--- src/pkg/lad_pkg.sv ---
/*
 package of the line alarm detector: register indices, field positions,
 reset values, detection limits and timing counts.
 assumes a 200 MHz core clock; the framer feeds one struct per cycle.
*/
package lad_pkg;
   localparam int CLK_MHZ = 200;
   localparam int T1_WIN_MS = 40;
   localparam int E1_RED_MS = 100;
   localparam int T1_WIN_CYC = T1_WIN_MS * CLK_MHZ * 1000;
   localparam int E1_RED_CYC = E1_RED_MS * CLK_MHZ * 1000;
   localparam int TCW = 25;

   // register index; byte address is four times the index
   localparam logic [9:0] IDX_STATE = 10'h0b9;
   localparam logic [9:0] IDX_EN = 10'h0ba;
   localparam logic [9:0] IDX_CHG = 10'h0bb;
   localparam logic [9:0] IDX_RED_DECL = 10'h0bc;
   localparam logic [9:0] IDX_CRIT = 10'h0bc;
   localparam logic [9:0] IDX_RED_CLR = 10'h0bd;
   localparam logic [9:0] IDX_YEL_DECL = 10'h0be;
   localparam logic [9:0] IDX_YEL_CLR = 10'h0bf;
   localparam logic [9:0] IDX_AIS_DECL = 10'h0c0;
   localparam logic [9:0] IDX_AIS_CLR = 10'h0c1;
   localparam logic [9:0] IDX_MODE = 10'h0c7;

   // threshold array slots
   localparam int T_RED_D = 0;
   localparam int T_RED_C = 1;
   localparam int T_YEL_D = 2;
   localparam int T_YEL_C = 3;
   localparam int T_AIS_D = 4;
   localparam int T_AIS_C = 5;

   // status, enable and change-flag bit positions
   localparam int B_RED = 0;
   localparam int B_AIS = 1;
   localparam int B_YEL = 2;
   localparam int B_RAI = 3;
   localparam int B_RMAI = 4;
   localparam int B_TSAIS = 5;
   localparam int B_TSLOS = 6;

   localparam int MODE_E1 = 0;
   localparam int CRIT_RAI = 0;
   localparam int CRIT_AIS = 1;

   localparam logic [7:0] THR_RST = 8'h00;
   localparam logic [7:0] EN_RST = 8'h00;
   localparam logic [1:0] CRIT_RST = 2'h0;
   localparam logic [3:0] MODE_RST = 4'h0;

   localparam logic [7:0] SLC_MIN_ONES = 8'h4d;
   localparam logic [7:0] ESF_MAX_PAT = 8'h07;
   localparam logic [15:0] ESF_PAT = 16'hff00;
   localparam logic [7:0] DM_MIN_ONES = 8'h04;
   localparam logic [7:0] J1SF_MIN_ZEROS = 8'h04;
   localparam logic [7:0] J1ESF_MIN_ZEROS = 8'h03;
   localparam logic [7:0] T1_AIS_MIN_ZEROS = 8'h3d;
   localparam logic [8:0] E1_AIS_LAST = 9'h1ff;
   localparam logic [1:0] E1_AIS_MIN_ZEROS = 2'h3;
   localparam logic [2:0] RAI_RUN = 3'h4;
   localparam logic [2:0] RMAI_RUN = 3'h3;
   localparam logic [3:0] TS16_LAST = 4'hf;
   localparam logic [2:0] TS16_MIN_ZEROS = 3'h4;
   localparam logic [4:0] TS16_LOS_RUN = 5'h10;

   typedef enum logic [2:0] {FMT_T1_SF, FMT_T1_ESF, FMT_T1_DM, FMT_SLC96, FMT_J1_SF, FMT_J1_ESF} lad_fmt_t;

   // one cycle of framer output; *_vld marks a valid strobe for that bit
   typedef struct packed {
      logic sync;
      logic mf_sync;
      logic bit_vld;
      logic bit_val;
      logic a_vld;
      logic a_val;
      logic y_vld;
      logic y_val;
      logic dl_vld;
      logic dl_val;
      logic slc_vld;
      logic slc_val;
      logic dm_vld;
      logic dm_val;
      logic fj_vld;
      logic fj_val;
      logic ts_vld;
      logic [7:0] ts_oct;
   } lad_rx_t;
endpackage

--- src/core/lad_top.sv ---
/*
 receive line alarm detector for one link, t1/j1 and e1 modes, with
 an ahb-lite register slave and one interrupt level.
 assumes framer strobes are synchronous to hclk; single word transfers.
*/
`timescale 1ns/100ps
module lad_top #(
   parameter int unsigned WIN_CYCLES = lad_pkg::T1_WIN_CYC,
   parameter int unsigned RED_E1_CYCLES = lad_pkg::E1_RED_CYC
) (
   input wire logic hclk,
   input wire logic hresetn,
   input wire logic hsel,
   input wire logic [31:0] haddr,
   input wire logic [1:0] htrans,
   input wire logic hwrite,
   input wire logic [2:0] hsize,
   input wire logic [31:0] hwdata,
   input wire logic hready,
   output logic hreadyout,
   output logic [31:0] hrdata,
   output logic hresp,
   input wire lad_pkg::lad_rx_t rx,
   output logic irq,
   output logic int_n
);
   import lad_pkg::*;

   localparam logic [TCW-1:0] WIN_LAST = TCW'(WIN_CYCLES - 1);
   localparam logic [TCW-1:0] RED_LAST = TCW'(RED_E1_CYCLES - 1);

   // ahb-lite slave: writes zero wait, reads one wait state
   logic aph_q, aph_d, wr_q, wr_d, rwait_q, rwait_d, rd_load, wr_en;
   logic [9:0] idx_q, idx_d;
   logic [31:0] rdata_q, rdata_d;
   logic [7:0] rd_val;

   always_comb
   begin
      rd_load = aph_q & ~wr_q & ~rwait_q;
      hreadyout = ~rd_load;
      wr_en = aph_q & wr_q;
      aph_d = aph_q;
      wr_d = wr_q;
      idx_d = idx_q;
      rwait_d = 1'b0;
      rdata_d = rdata_q;
      if (rd_load)
      begin
         rdata_d = {24'h000000, rd_val};
         rwait_d = 1'b1;
      end
      if (hreadyout)
      begin
         aph_d = hsel & htrans[1] & hready;
         wr_d = hwrite;
         idx_d = haddr[11:2];
      end
   end

   always_ff @(posedge hclk or negedge hresetn)
   begin
      if (!hresetn)
      begin
         aph_q <= 1'b0;
         wr_q <= 1'b0;
         idx_q <= 10'h000;
         rwait_q <= 1'b0;
         rdata_q <= 32'h00000000;
      end
      else
      begin
         aph_q <= aph_d;
         wr_q <= wr_d;
         idx_q <= idx_d;
         rwait_q <= rwait_d;
         rdata_q <= rdata_d;
      end
   end

   assign hrdata = rdata_q;
   assign hresp = 1'b0;

   // software registers
   logic [7:0] en_q, en_d, w1c;
   logic [7:0] thr_q [6];
   logic [7:0] thr_d [6];
   logic [1:0] crit_q, crit_d;
   logic [3:0] mode_q, mode_d;
   logic [7:0] status, flags;
   logic e1;
   lad_fmt_t fmt;

   assign e1 = mode_q[MODE_E1];
   assign fmt = lad_fmt_t'(mode_q[3:1]);

   always_comb
   begin
      en_d = en_q;
      thr_d = thr_q;
      crit_d = crit_q;
      mode_d = mode_q;
      w1c = 8'h00;
      if (wr_en)
      begin
         case (idx_q)
            IDX_EN: en_d = hwdata[7:0];
            IDX_CHG: w1c = hwdata[7:0];
            IDX_RED_DECL:
               if (e1)
                  crit_d = hwdata[1:0];
               else
                  thr_d[T_RED_D] = hwdata[7:0];
            IDX_RED_CLR: thr_d[T_RED_C] = hwdata[7:0];
            IDX_YEL_DECL: thr_d[T_YEL_D] = hwdata[7:0];
            IDX_YEL_CLR: thr_d[T_YEL_C] = hwdata[7:0];
            IDX_AIS_DECL: thr_d[T_AIS_D] = hwdata[7:0];
            IDX_AIS_CLR: thr_d[T_AIS_C] = hwdata[7:0];
            IDX_MODE: mode_d = hwdata[3:0];
            default: ;
         endcase
      end
      rd_val = 8'h00;
      case (idx_q)
         IDX_STATE: rd_val = status;
         IDX_EN: rd_val = en_q;
         IDX_CHG: rd_val = flags;
         IDX_RED_DECL: rd_val = e1 ? {6'h00, crit_q} : thr_q[T_RED_D];
         IDX_RED_CLR: rd_val = thr_q[T_RED_C];
         IDX_YEL_DECL: rd_val = thr_q[T_YEL_D];
         IDX_YEL_CLR: rd_val = thr_q[T_YEL_C];
         IDX_AIS_DECL: rd_val = thr_q[T_AIS_D];
         IDX_AIS_CLR: rd_val = thr_q[T_AIS_C];
         IDX_MODE: rd_val = {4'h0, mode_q};
         default: ;
      endcase
   end

   always_ff @(posedge hclk or negedge hresetn)
   begin
      if (!hresetn)
      begin
         en_q <= EN_RST;
         thr_q <= '{default: THR_RST};
         crit_q <= CRIT_RST;
         mode_q <= MODE_RST;
      end
      else
      begin
         en_q <= en_d;
         thr_q <= thr_d;
         crit_q <= crit_d;
         mode_q <= mode_d;
      end
   end

   // t1/j1 fixed 40 ms windows
   logic [TCW-1:0] wcnt_q, wcnt_d;
   logic [7:0] ev_q, ev_d, ev_n, zer_q, zer_d, zer_n;
   logic [15:0] dl_q, dl_d;
   logic seen_q, seen_d, seen_n, win_end, ev_hit;
   logic red_bad, yel_bad, ais_bad, red_t1, yel_t1, ais_t1;

   always_comb
   begin
      win_end = (wcnt_q == WIN_LAST);
      wcnt_d = win_end ? '0 : wcnt_q + 1'b1;
      dl_d = rx.dl_vld ? {dl_q[14:0], rx.dl_val} : dl_q;
      case (fmt)
         FMT_SLC96: ev_hit = rx.slc_vld & rx.slc_val;
         FMT_T1_ESF: ev_hit = rx.dl_vld & ({dl_q[14:0], rx.dl_val} == ESF_PAT);
         FMT_T1_DM: ev_hit = rx.dm_vld & rx.dm_val;
         FMT_J1_SF: ev_hit = rx.fj_vld & ~rx.fj_val;
         FMT_J1_ESF: ev_hit = rx.dl_vld & ~rx.dl_val;
         default: ev_hit = 1'b0;
      endcase
      ev_n = (ev_hit && ev_q != 8'hff) ? ev_q + 8'h01 : ev_q;
      zer_n = (rx.bit_vld && !rx.bit_val && zer_q != 8'hff) ? zer_q + 8'h01 : zer_q;
      seen_n = seen_q | rx.sync;
      red_bad = ~seen_n;
      ais_bad = zer_n < T1_AIS_MIN_ZEROS;
      case (fmt)
         FMT_SLC96: yel_bad = ev_n < SLC_MIN_ONES;
         FMT_T1_ESF: yel_bad = ev_n > ESF_MAX_PAT;
         FMT_T1_DM: yel_bad = ev_n < DM_MIN_ONES;
         FMT_J1_SF: yel_bad = ev_n < J1SF_MIN_ZEROS;
         FMT_J1_ESF: yel_bad = ev_n < J1ESF_MIN_ZEROS;
         default: yel_bad = 1'b0;
      endcase
      ev_d = win_end ? 8'h00 : ev_n;
      zer_d = win_end ? 8'h00 : zer_n;
      seen_d = win_end ? 1'b0 : seen_n;
   end

   always_ff @(posedge hclk or negedge hresetn)
   begin
      if (!hresetn)
      begin
         wcnt_q <= '0;
         ev_q <= 8'h00;
         zer_q <= 8'h00;
         dl_q <= 16'h0000;
         seen_q <= 1'b0;
      end
      else
      begin
         wcnt_q <= wcnt_d;
         ev_q <= ev_d;
         zer_q <= zer_d;
         dl_q <= dl_d;
         seen_q <= seen_d;
      end
   end

   lad_persist u_red (.clk(hclk), .rst_n(hresetn), .hold(e1), .win_end(win_end), .bad(red_bad),
      .decl_n(thr_q[T_RED_D]), .clr_n(thr_q[T_RED_C]), .state(red_t1));
   lad_persist u_yel (.clk(hclk), .rst_n(hresetn), .hold(e1), .win_end(win_end), .bad(yel_bad),
      .decl_n(thr_q[T_YEL_D]), .clr_n(thr_q[T_YEL_C]), .state(yel_t1));
   lad_persist u_ais (.clk(hclk), .rst_n(hresetn), .hold(e1), .win_end(win_end), .bad(ais_bad),
      .decl_n(thr_q[T_AIS_D]), .clr_n(thr_q[T_AIS_C]), .state(ais_t1));

   // e1 alarms
   logic [2:0] rai_run_q, rai_run_d, rmai_run_q, rmai_run_d;
   logic rai_q, rai_d, rmai_q, rmai_d, red_e1_q, red_e1_d, ais_e1_q, ais_e1_d;
   logic [TCW-1:0] rcnt_q, rcnt_d;
   logic [8:0] bcnt_q, bcnt_d;
   logic [1:0] az_q, az_d;
   logic alow_q, alow_d, low, tlow;
   logic [3:0] fcnt_q, fcnt_d, tsum;
   logic [2:0] tz_q, tz_d, tz_n;
   logic tlow_q, tlow_d, tsais_q, tsais_d, tslos_q, tslos_d;
   logic [4:0] zrun_q, zrun_d, nrun_q, nrun_d;

   always_comb
   begin
      rai_run_d = rai_run_q;
      rai_d = rai_q;
      rmai_run_d = rmai_run_q;
      rmai_d = rmai_q;
      rcnt_d = '0;
      red_e1_d = red_e1_q;
      bcnt_d = bcnt_q;
      az_d = az_q;
      alow_d = alow_q;
      ais_e1_d = ais_e1_q;
      fcnt_d = fcnt_q;
      tz_d = tz_q;
      tlow_d = tlow_q;
      tsais_d = tsais_q;
      zrun_d = zrun_q;
      nrun_d = nrun_q;
      tslos_d = tslos_q;
      tsum = {1'b0, tz_q} + 4'($countones(~rx.ts_oct));
      tz_n = (tsum > {1'b0, TS16_MIN_ZEROS}) ? TS16_MIN_ZEROS : tsum[2:0];
      low = 1'b0;
      tlow = tz_n < TS16_MIN_ZEROS;
      if (rx.sync && rx.a_vld)
      begin
         if (rx.a_val)
         begin
            rai_run_d = (rai_run_q == RAI_RUN) ? rai_run_q : rai_run_q + 3'h1;
            if (crit_q[CRIT_RAI] || rai_run_d == RAI_RUN)
               rai_d = 1'b1;
         end
         else
         begin
            rai_run_d = 3'h0;
            rai_d = 1'b0;
         end
      end
      if (rx.mf_sync && rx.y_vld)
      begin
         if (rx.y_val)
         begin
            rmai_run_d = (rmai_run_q == RMAI_RUN) ? rmai_run_q : rmai_run_q + 3'h1;
            if (rmai_run_d == RMAI_RUN)
               rmai_d = 1'b1;
         end
         else
         begin
            rmai_run_d = 3'h0;
            rmai_d = 1'b0;
         end
      end
      // count while sync disagrees with the alarm state
      if (rx.sync == red_e1_q)
      begin
         rcnt_d = rcnt_q + 1'b1;
         if (rcnt_q == RED_LAST)
         begin
            red_e1_d = ~red_e1_q;
            rcnt_d = '0;
         end
      end
      if (rx.bit_vld)
      begin
         az_d = (!rx.bit_val && az_q != E1_AIS_MIN_ZEROS) ? az_q + 2'h1 : az_q;
         bcnt_d = bcnt_q + 9'h001;
         if (bcnt_q == E1_AIS_LAST)
         begin
            low = az_d < E1_AIS_MIN_ZEROS;
            if (!crit_q[CRIT_AIS])
            begin
               if (low && !rx.sync)
                  ais_e1_d = 1'b1;
               else if (!low)
                  ais_e1_d = 1'b0;
            end
            else
            begin
               if (low && alow_q)
                  ais_e1_d = 1'b1;
               else if (!low && !alow_q)
                  ais_e1_d = 1'b0;
            end
            alow_d = low;
            az_d = 2'h0;
         end
      end
      if (!rx.sync)
      begin
         fcnt_d = 4'h0;
         tz_d = 3'h0;
         zrun_d = 5'h00;
         nrun_d = 5'h00;
      end
      else if (rx.ts_vld)
      begin
         tz_d = tz_n;
         fcnt_d = fcnt_q + 4'h1;
         if (fcnt_q == TS16_LAST)
         begin
            if (tlow && tlow_q)
               tsais_d = 1'b1;
            else if (!tlow)
               tsais_d = 1'b0;
            tlow_d = tlow;
            tz_d = 3'h0;
         end
         if (rx.ts_oct == 8'h00)
         begin
            zrun_d = (zrun_q == TS16_LOS_RUN) ? zrun_q : zrun_q + 5'h01;
            nrun_d = 5'h00;
         end
         else
         begin
            nrun_d = (nrun_q == TS16_LOS_RUN) ? nrun_q : nrun_q + 5'h01;
            zrun_d = 5'h00;
         end
         if (zrun_d == TS16_LOS_RUN)
            tslos_d = 1'b1;
         else if (nrun_d == TS16_LOS_RUN)
            tslos_d = 1'b0;
      end
      if (!e1)
      begin
         rai_d = 1'b0;
         rmai_d = 1'b0;
         red_e1_d = 1'b0;
         ais_e1_d = 1'b0;
         tsais_d = 1'b0;
         tslos_d = 1'b0;
         rcnt_d = '0;
      end
   end

   always_ff @(posedge hclk or negedge hresetn)
   begin
      if (!hresetn)
      begin
         rai_run_q <= 3'h0;
         rai_q <= 1'b0;
         rmai_run_q <= 3'h0;
         rmai_q <= 1'b0;
         rcnt_q <= '0;
         red_e1_q <= 1'b0;
         bcnt_q <= 9'h000;
         az_q <= 2'h0;
         alow_q <= 1'b0;
         ais_e1_q <= 1'b0;
         fcnt_q <= 4'h0;
         tz_q <= 3'h0;
         tlow_q <= 1'b0;
         tsais_q <= 1'b0;
         zrun_q <= 5'h00;
         nrun_q <= 5'h00;
         tslos_q <= 1'b0;
      end
      else
      begin
         rai_run_q <= rai_run_d;
         rai_q <= rai_d;
         rmai_run_q <= rmai_run_d;
         rmai_q <= rmai_d;
         rcnt_q <= rcnt_d;
         red_e1_q <= red_e1_d;
         bcnt_q <= bcnt_d;
         az_q <= az_d;
         alow_q <= alow_d;
         ais_e1_q <= ais_e1_d;
         fcnt_q <= fcnt_d;
         tz_q <= tz_d;
         tlow_q <= tlow_d;
         tsais_q <= tsais_d;
         zrun_q <= zrun_d;
         nrun_q <= nrun_d;
         tslos_q <= tslos_d;
      end
   end

   always_comb
   begin
      status = 8'h00;
      status[B_RED] = e1 ? red_e1_q : red_t1;
      status[B_AIS] = e1 ? ais_e1_q : ais_t1;
      status[B_YEL] = ~e1 & yel_t1;
      status[B_RAI] = rai_q;
      status[B_RMAI] = rmai_q;
      status[B_TSAIS] = tsais_q;
      status[B_TSLOS] = tslos_q;
   end

   lad_change_flags u_flags (.clk(hclk), .rst_n(hresetn), .status(status), .clr(w1c), .en(en_q),
      .flags(flags), .irq(irq));
   assign int_n = ~irq;
endmodule

--- src/core/lad_persist.sv ---
/*
 window persistence filter: unless hold clears it, moves its state only after the opposite
 condition holds for a programmed number of consecutive windows.
 assumes win_end pulses once per window; a limit of zero acts as one.
*/
`timescale 1ns/100ps
module lad_persist (
   input wire logic clk,
   input wire logic rst_n,
   input wire logic hold,
   input wire logic win_end,
   input wire logic bad,
   input wire logic [7:0] decl_n,
   input wire logic [7:0] clr_n,
   output logic state
);
   logic [7:0] cnt_q, cnt_d, need, run;
   logic st_q, st_d;

   always_comb
   begin
      need = st_q ? clr_n : decl_n;
      if (need == 8'h00)
         need = 8'h01;
      run = cnt_q + 8'h01;
      cnt_d = cnt_q;
      st_d = st_q;
      if (hold)
      begin
         cnt_d = 8'h00;
         st_d = 1'b0;
      end
      else if (win_end)
      begin
         if (bad != st_q)
         begin
            if (run >= need)
            begin
               st_d = bad;
               cnt_d = 8'h00;
            end
            else
               cnt_d = run;
         end
         else
            cnt_d = 8'h00;
      end
   end

   always_ff @(posedge clk or negedge rst_n)
   begin
      if (!rst_n)
      begin
         cnt_q <= 8'h00;
         st_q <= 1'b0;
      end
      else
      begin
         cnt_q <= cnt_d;
         st_q <= st_d;
      end
   end

   assign state = st_q;
endmodule

--- src/core/lad_change_flags.sv ---
/*
 sticky change flags: any edge on a status bit sets its flag, a one
 written clears it, enabled flags drive the interrupt level.
 assumes clr is a one-cycle write pulse from the bus slave.
*/
`timescale 1ns/100ps
module lad_change_flags (
   input wire logic clk,
   input wire logic rst_n,
   input wire logic [7:0] status,
   input wire logic [7:0] clr,
   input wire logic [7:0] en,
   output logic [7:0] flags,
   output logic irq
);
   logic [7:0] prev_q, flg_q, flg_d;
   logic irq_q, irq_d;

   always_comb
   begin
      // a new edge wins over a clear in the same cycle
      flg_d = (flg_q & ~clr) | (status ^ prev_q);
      irq_d = |(flg_d & en);
   end

   always_ff @(posedge clk or negedge rst_n)
   begin
      if (!rst_n)
      begin
         prev_q <= 8'h00;
         flg_q <= 8'h00;
         irq_q <= 1'b0;
      end
      else
      begin
         prev_q <= status;
         flg_q <= flg_d;
         irq_q <= irq_d;
      end
   end

   assign flags = flg_q;
   assign irq = irq_q;
endmodule

--- config.mk ---
export PLATFORM = sky130hd
export DESIGN_NAME = lad_top
export DESIGN_NICKNAME = d
export VERILOG_FILES = /design/src/pkg/lad_pkg.sv /design/src/core/lad_top.sv /design/src/core/lad_persist.sv /design/src/core/lad_change_flags.sv
export SDC_FILE = /design/constraint.sdc
export NUM_CORES = 1
export LEC_CHECK = 0
export ABC_AREA = 1
export BUFFER_PORTS_ARGS = -buffer_cell sky130_fd_sc_hd__clkbuf_2
export CAP_MARGIN = 20
export CORE_UTILIZATION = 60
export CTS_CLUSTER_DIAMETER = 30
export DETAILED_ROUTE_END_ITERATION = 12
export PLACE_DENSITY_LB_ADDON = 0.12
export SLEW_MARGIN = 5
export SYNTH_ARGS = -nofsm -noshare
export SYNTH_HDL_FRONTEND = slang
export SYNTH_HIERARCHICAL = 1
export SYNTH_SLANG_ARGS = --single-unit
--- constraint.sdc ---
create_clock -name hclk -period 5 [get_ports hclk]
set_clock_uncertainty 0.2 [all_clocks]
set_input_delay 1 -clock hclk [delete_from_list [all_inputs] [get_ports hclk]]
set_output_delay 1 -clock hclk [all_outputs]
set_load 0.1 [all_outputs]
**Word level (Yosys, flattened, before mapping)**

Index checks and enable logic that the tools add are counted.

- Flip-flop bits (word level): 250
- Word-level logic and storage cells: 306
- Input bits: 99

- Bitwise gates (word level): 27
- Order comparisons: 11
- Reduce and logical (&&, ||, !) cells: 48
- Mux-type cells: 102
- Equal/unequal tests: 51
- $add $sub $neg: 22

Operator list:

| kind | count |
|---|---|
| 8-bit 2-to-1 mux | 25 |
| 10-bit by 8-bit equality test with 1-bit output, second input constant | 10 |
| 25-bit 2-to-1 mux | 4 |
| 8-bit one-hot mux with 10 select lines | 1 |
| 5-bit 2-to-1 mux | 12 |
| 25-bit by 1-bit adder with 25-bit output, second input constant | 2 |
| 1-bit 2-to-1 mux | 46 |
| 8-bit by 1-bit adder with 8-bit output, second input constant | 5 |
| 8-bit logical NOT | 4 |
| 25-bit by 23-bit equality test with 1-bit output, second input constant | 1 |
| 25-bit equality test, second input constant | 1 |
| 8-bit greater-or-equal comparator | 3 |
| 3-bit 2-to-1 mux | 8 |
| 2-bit AND reduction | 11 |
| 3-bit AND reduction | 7 |
| 5-bit equality test, second input constant | 4 |
| 8-bit bitwise AND | 2 |
| 16-bit equality test, second input constant | 1 |
| 8-bit != test, second input constant | 2 |
| 8-bit inverter | 2 |
| 2-bit nonzero test | 7 |
| 3-bit by 2-bit equality test with 1-bit output, second input constant | 4 |
| 3-bit equality test, second input constant | 4 |
| 2-bit by 1-bit != test with 1-bit output, second input constant | 6 |
| 42 further kinds | 89 |

**Logic depth before layout (Yosys ltp)**

- Depth after elaboration: 14
- Mapped depth: 25
- Mapped depth without buffers: 25

**Hierarchy**

The synthesis kept the hierarchy.

By module, submodules not included:

| module | sequential area each (um^2) | instances | cells an instance | area each (um^2) |
|---|---|---|---|---|
| lad_top | 5180.0 | 1 | 1303 | 10805.4 |
| lad_persist | 225.2 | 3 | 125 | 885.8 |
| lad_change_flags | 425.4 | 1 | 88 | 732.0 |

**Worst setup path after synthesis**

Ideal clock, no wire load.

- Path kind: input to register
- From: in rx[0] in the netlist's numbering
- To: reg tsais_q
- Arrival time: 4.052 ns
- Buffers on the path: 0
- Required time: 4.680 ns
- Slack: 0.628 ns
- Cell stages on the path: 11
- Path through: fa_1 -> inv_1 -> fa_1 -> fa_1 -> inv_1 -> fa_1 -> fa_1 -> xor2_1 -> and2_1 -> or2_2 -> o211a_1

- Cells in the longest elaborated chain, start to end: 14

RTL lines:

| what | line | text |
|---|---|---|
| from (decl) | lad_top.sv:23 | `input wire lad_pkg::lad_rx_t rx,` |
| 8-bit inverter * | lad_top.sv:253 | `tsum = {1'b0, tz_q} + 4'($countones(~rx.ts_oct));` |
| 1-bit by 1-bit adder with 2-bit output (implied by the code) * | lad_top.sv:253 |  |
| 2-bit by 2-bit adder with 3-bit output (implied by the code) * | lad_top.sv:253 |  |
| 3-bit by 3-bit adder with 4-bit output (implied by the code) * | lad_top.sv:253 |  |
| 3-bit by 4-bit adder with 4-bit output * | lad_top.sv:253 |  |
| 4-bit by 3-bit greater-than comparator with 1-bit output | lad_top.sv:254 | `tz_n = (tsum > {1'b0, TS16_MIN_ZEROS}) ? TS16_MIN_ZEROS : tsum[2:0];` |
| 3-bit 2-to-1 mux * | lad_top.sv:254 |  |
| 3-bit < comparator * | lad_top.sv:256 | `tlow = tz_n < TS16_MIN_ZEROS;` |
| 1-bit logical AND | lad_top.sv:333 | `if (tlow && tlow_q)` |
| 1-bit 2-to-1 mux | lad_top.sv:333 |  |
| 1-bit 2-to-1 mux | lad_top.sv:331 | `if (fcnt_q == TS16_LAST)` |
| 1-bit 2-to-1 mux | lad_top.sv:327 | `else if (rx.ts_vld)` |
| 1-bit 2-to-1 mux | lad_top.sv:320 | `if (!rx.sync)` |
| 1-bit 2-to-1 mux | lad_top.sv:355 | `if (!e1)` |
| to (signal assigned) | lad_top.sv:404 | `tsais_q <= tsais_d;` |
| to (decl) | lad_top.sv:231 | `logic tlow_q, tlow_d, tsais_q, tsais_d, tslos_q, tslos_d;` |

Mark *: on every way between the ends. The rest lies on a longest branch, timed or not. The select of a mux whose other input is x is not followed.
A chain may end at the register's enable or synchronous reset.

**Worst setup path after layout**

Same ends and word-level chain as after synthesis.

==> flow_summary.yaml <==
pwr:
  irDropWorstVdd_v: 0.000370
  p_per_area_nw_per_um2: 406
  p_leak_nw: 8.61
yosys:
  netlist_area_um2: 14200
  ys_types: 58
  synthArstFlopShare: 1.00
  synthCells: 1766
  synth_edf_count: 0
  synthFlopType: "dfrtp_1"
  synth_seq_cells: 251
  syn_avg_cell_area_um2: 8.04
  ys_warn_count: 6
  ys_seq_area_frac: 0.442
final_layout:
  seqCellArea_um2: 6280
  final_common_cell: "nand2_1"
  most-common-layout-cells: "nand2_1 (483), dfrtp_1 (251), inv_1 (218), nor2_1 (149), o21ai_0 (112)"
  syn2layout_area_growth_pct: 17.1
  instances_no_fill: 2220
  finalNetCount: 2016
  drive_gt1_frac: 0.130
  fillers: 1741
  diodes: 0
  final_area_um2: 16600
  multi_input_area_um2: 6810
drt:
  wire_per_inst_um: 14.5
  ant_nets: 0
  drt_pass1_iterations: 5
  drcViolationCount: 0
  drt_iter0_drc: 765
  via_per_inst: 5.33
  vias: 11800
  drt_wl_total_mm: 32.2
setup_path:
  cp.required_ns: 5.23
  crit_path_cell_trace: "clkbuf_2, fa_1, inv_1, fa_1, fa_1, inv_1, fa_1, fa_1, xor2_1, and2_1, or2_2, o211a_1"
  rrSetupSlack_ns: 1.16
  r2r_cells: 12
  cpMaxStageDelayCell: "fa_1"
  setup.worst_path.start: "rx[0]"
  cp-endpoint: "tsais_q"
  r2r-end: "tsais_q"
  r2r-start: "tz_q[0]"
  crit_family: "adder cells"
  startpoint_type: "primary input"
  path_max_fanout: 3
  worst-path-buf-inv: 3
  worst_ep_arrival_time_ns: 4.28
  path_depth: 12
  cpMostUsedCell: "fa_1"
  crit_path_max_incr_delay_ns: 0.52
  end_kind: "register"
  worstSetupPathType: "primary input to register"
clock_network:
  ctsHoldBuffers: 0
  cts_tree: "yes"
  cts_buffers: 53
  cts_setup_buffers: 0
  cts-root-buf: "clkbuf_16"
  cts_sinks: 251
  cts.clk_slew.worst_paths_ns: 0.04
  cts-resized-gates: 0
  htree_levels: 2
  cts_buffer_depth: 3
  clkLatencyLatePin_ns: 0.56
timing:
  totalNegativeSetupSlack_ns: 0
  finalCritPeriodShare: 0.810
  max_slew_margin: 0.345
  timing.final.max_slew_violations: 0
  finalSetupViolCount: 0
  fin_crit_ns: 4.05
  rsz0062_at_grt: "no"
  fmax_mhz: 247
  tightestPinTransition_ns: 0.975
  hold_viol: 0
placement:
  io_buffers: 59
  dp_hpwl_mm: 21.7
  gp_congestion: 0.951
  postPlaceCellArea_um2: 14700
  place_inst: 2122
global_route:
  grt_max_degree: 108
  grt_pass1_vias: 11500
  grt_overflow: 0
  antenna_found_initial: 0
  grt_pass1_wl_mm: 53.6
  grt.total_usage: 0.274
floorplanning:
  io_pins: 135
  die_w_um: 156
  fp.coreArea_um2: 22900
  start_util: 0.619
  dieHeight_um: 156
  num_rows: 55
  die-area_um2: 24300
job:
  drv_cap: 0
outcome:
  run_status: "complete, no violations"
worst_hold_path:
  hp-class: "register to register"
==> kinds of logic (layout without fill, tap and decap cells) <==
group                      after synthesis  after routing  synth area share
DFF                                    251            251             0.442
xor gates and xnor gates                68             68            0.0435
adders and majority gates               53             53            0.0494
muxes                                   22             22            0.0156
other                                    1             28          0.000264
AOI/OAI and AO/OA                      219            219            0.0880
and+or+nand+nor                        866            866             0.276
buffers and inverters                  286            400            0.0848
==> synth_stat cells (2+ instances only) <==
library cell    n  area share
nor3_1         30       0.011
and2_1          2     0.00088
o211a_1         2      0.0014
o211ai_1        4      0.0021
xnor2_1        16      0.0099
nor2_4         10      0.0079
nor3_2          5      0.0035
nand3_2        13      0.0092
nand2_2         7      0.0031
inv_1         218       0.058
dfrtp_1       251        0.44
o21ai_0       112       0.039
inv_2          17      0.0045
o21ai_1        16      0.0056
nor2_2          9      0.0040
nand4_1        44       0.019
a221oi_1        3      0.0019
buf_2           5      0.0018
clkbuf_1       14      0.0037
xor2_2          3      0.0034
xor2_1         49       0.030
nand3_1        83       0.029
ha_1           48       0.042
nor3b_2         2      0.0018
or2_2           3      0.0013
buf_4          25       0.013
buf_6           4      0.0032
a31oi_1         5      0.0022
a211oi_1        6      0.0032
mux2i_1        21       0.015
o21a_1          4      0.0021
nor4_4          2      0.0030
fa_1            5      0.0071
a21oi_1        37       0.013
nand3b_1        7      0.0037
nand2_1       483        0.13
clkinv_1        3     0.00079
nor4_1          7      0.0031
nand2_4         3      0.0024
o21ai_2         8      0.0049
nor2_1        149       0.039
a22o_1          4      0.0025
o22ai_1        11      0.0048
nor3b_1         2      0.0011
==> per-stage QoR <==
step	setup slack (ns)	power [mW]	util	hold slack, ns
after floorplan	0.628	2.96	-	0.208
after CTS	0.968	6.79	0.726	0.258
after global routing	0.855	7.04	0.726	0.279
after global placement	0.443	3.12	0.643	0.244
after detailed placement	0.409	3.16	0.643	0.253
final	0.951	6.75	0.726	0.254
==> how the worst min path moves through the flow <==
stage               start           endpoint  slack, ns  cells past startpoint
2_1_floorplan     tslos_q  u_flags/prev_q[6]       0.21                      0
3_3_place_gp   rcnt_q[21]         rcnt_q[21]       0.24                      1
3_5_place_dp   rcnt_q[21]         rcnt_q[21]       0.25                      1
4_1_cts        rcnt_q[21]         rcnt_q[21]       0.26                      1
5_1_grt        rcnt_q[21]         rcnt_q[21]       0.28                      1
6_report       rcnt_q[21]         rcnt_q[21]       0.25                      1
==> registers in the layout, summed over array words and instances, names as in the netlist, 9 cells and up <==
| name | cells |
|---|---|
| wcnt_q | 25 |
| rcnt_q | 25 |
| thr_q | 48 |
| idx_q | 10 |
| bcnt_q | 9 |
| dl_q | 15 |
==> layout make-up <==
type                            instances  area share
Clock buffer                           65      0.0879
Clock inverter                         33      0.0252
Inverter                              238      0.0537
Multi-Input combinational cell       1256       0.410
Sequential cell                       251       0.378
Tap cell                              313      0.0236
Timing Repair Buffer                   64      0.0221
==> power breakdown <==
group	total, mW	switching, mW	leakage, nW	internal, mW
combinational	0.826	0.546	4.69	0.280
clock	3.61	1.16	0.911	2.45
sequential	2.32	0.128	3.01	2.19
==> worst register-to-register path, stage by stage (launching register included) <==
cell and delay (ns):
dfrtp_1 0.31, inv_1 0.07, fa_1 0.50, inv_1 0.06
fa_1 0.48, fa_1 0.52, inv_1 0.05, fa_1 0.42
fa_1 0.39, xor2_1 0.14, and2_1 0.18, or2_2 0.29
o211a_1 0.11
==> per-layer routing <==
metal	up-vias	GRT usage	routed length (µm)	part of all wire
met5	-	0	0	0
met4	0	0.101	827	0.026
met3	75	0.0486	1750	0.054
met2	313	0.464	15600	0.49
met1	5561	0.350	14000	0.43
li1	5885	-	-	-
Power figures use the tool's default switching activity.
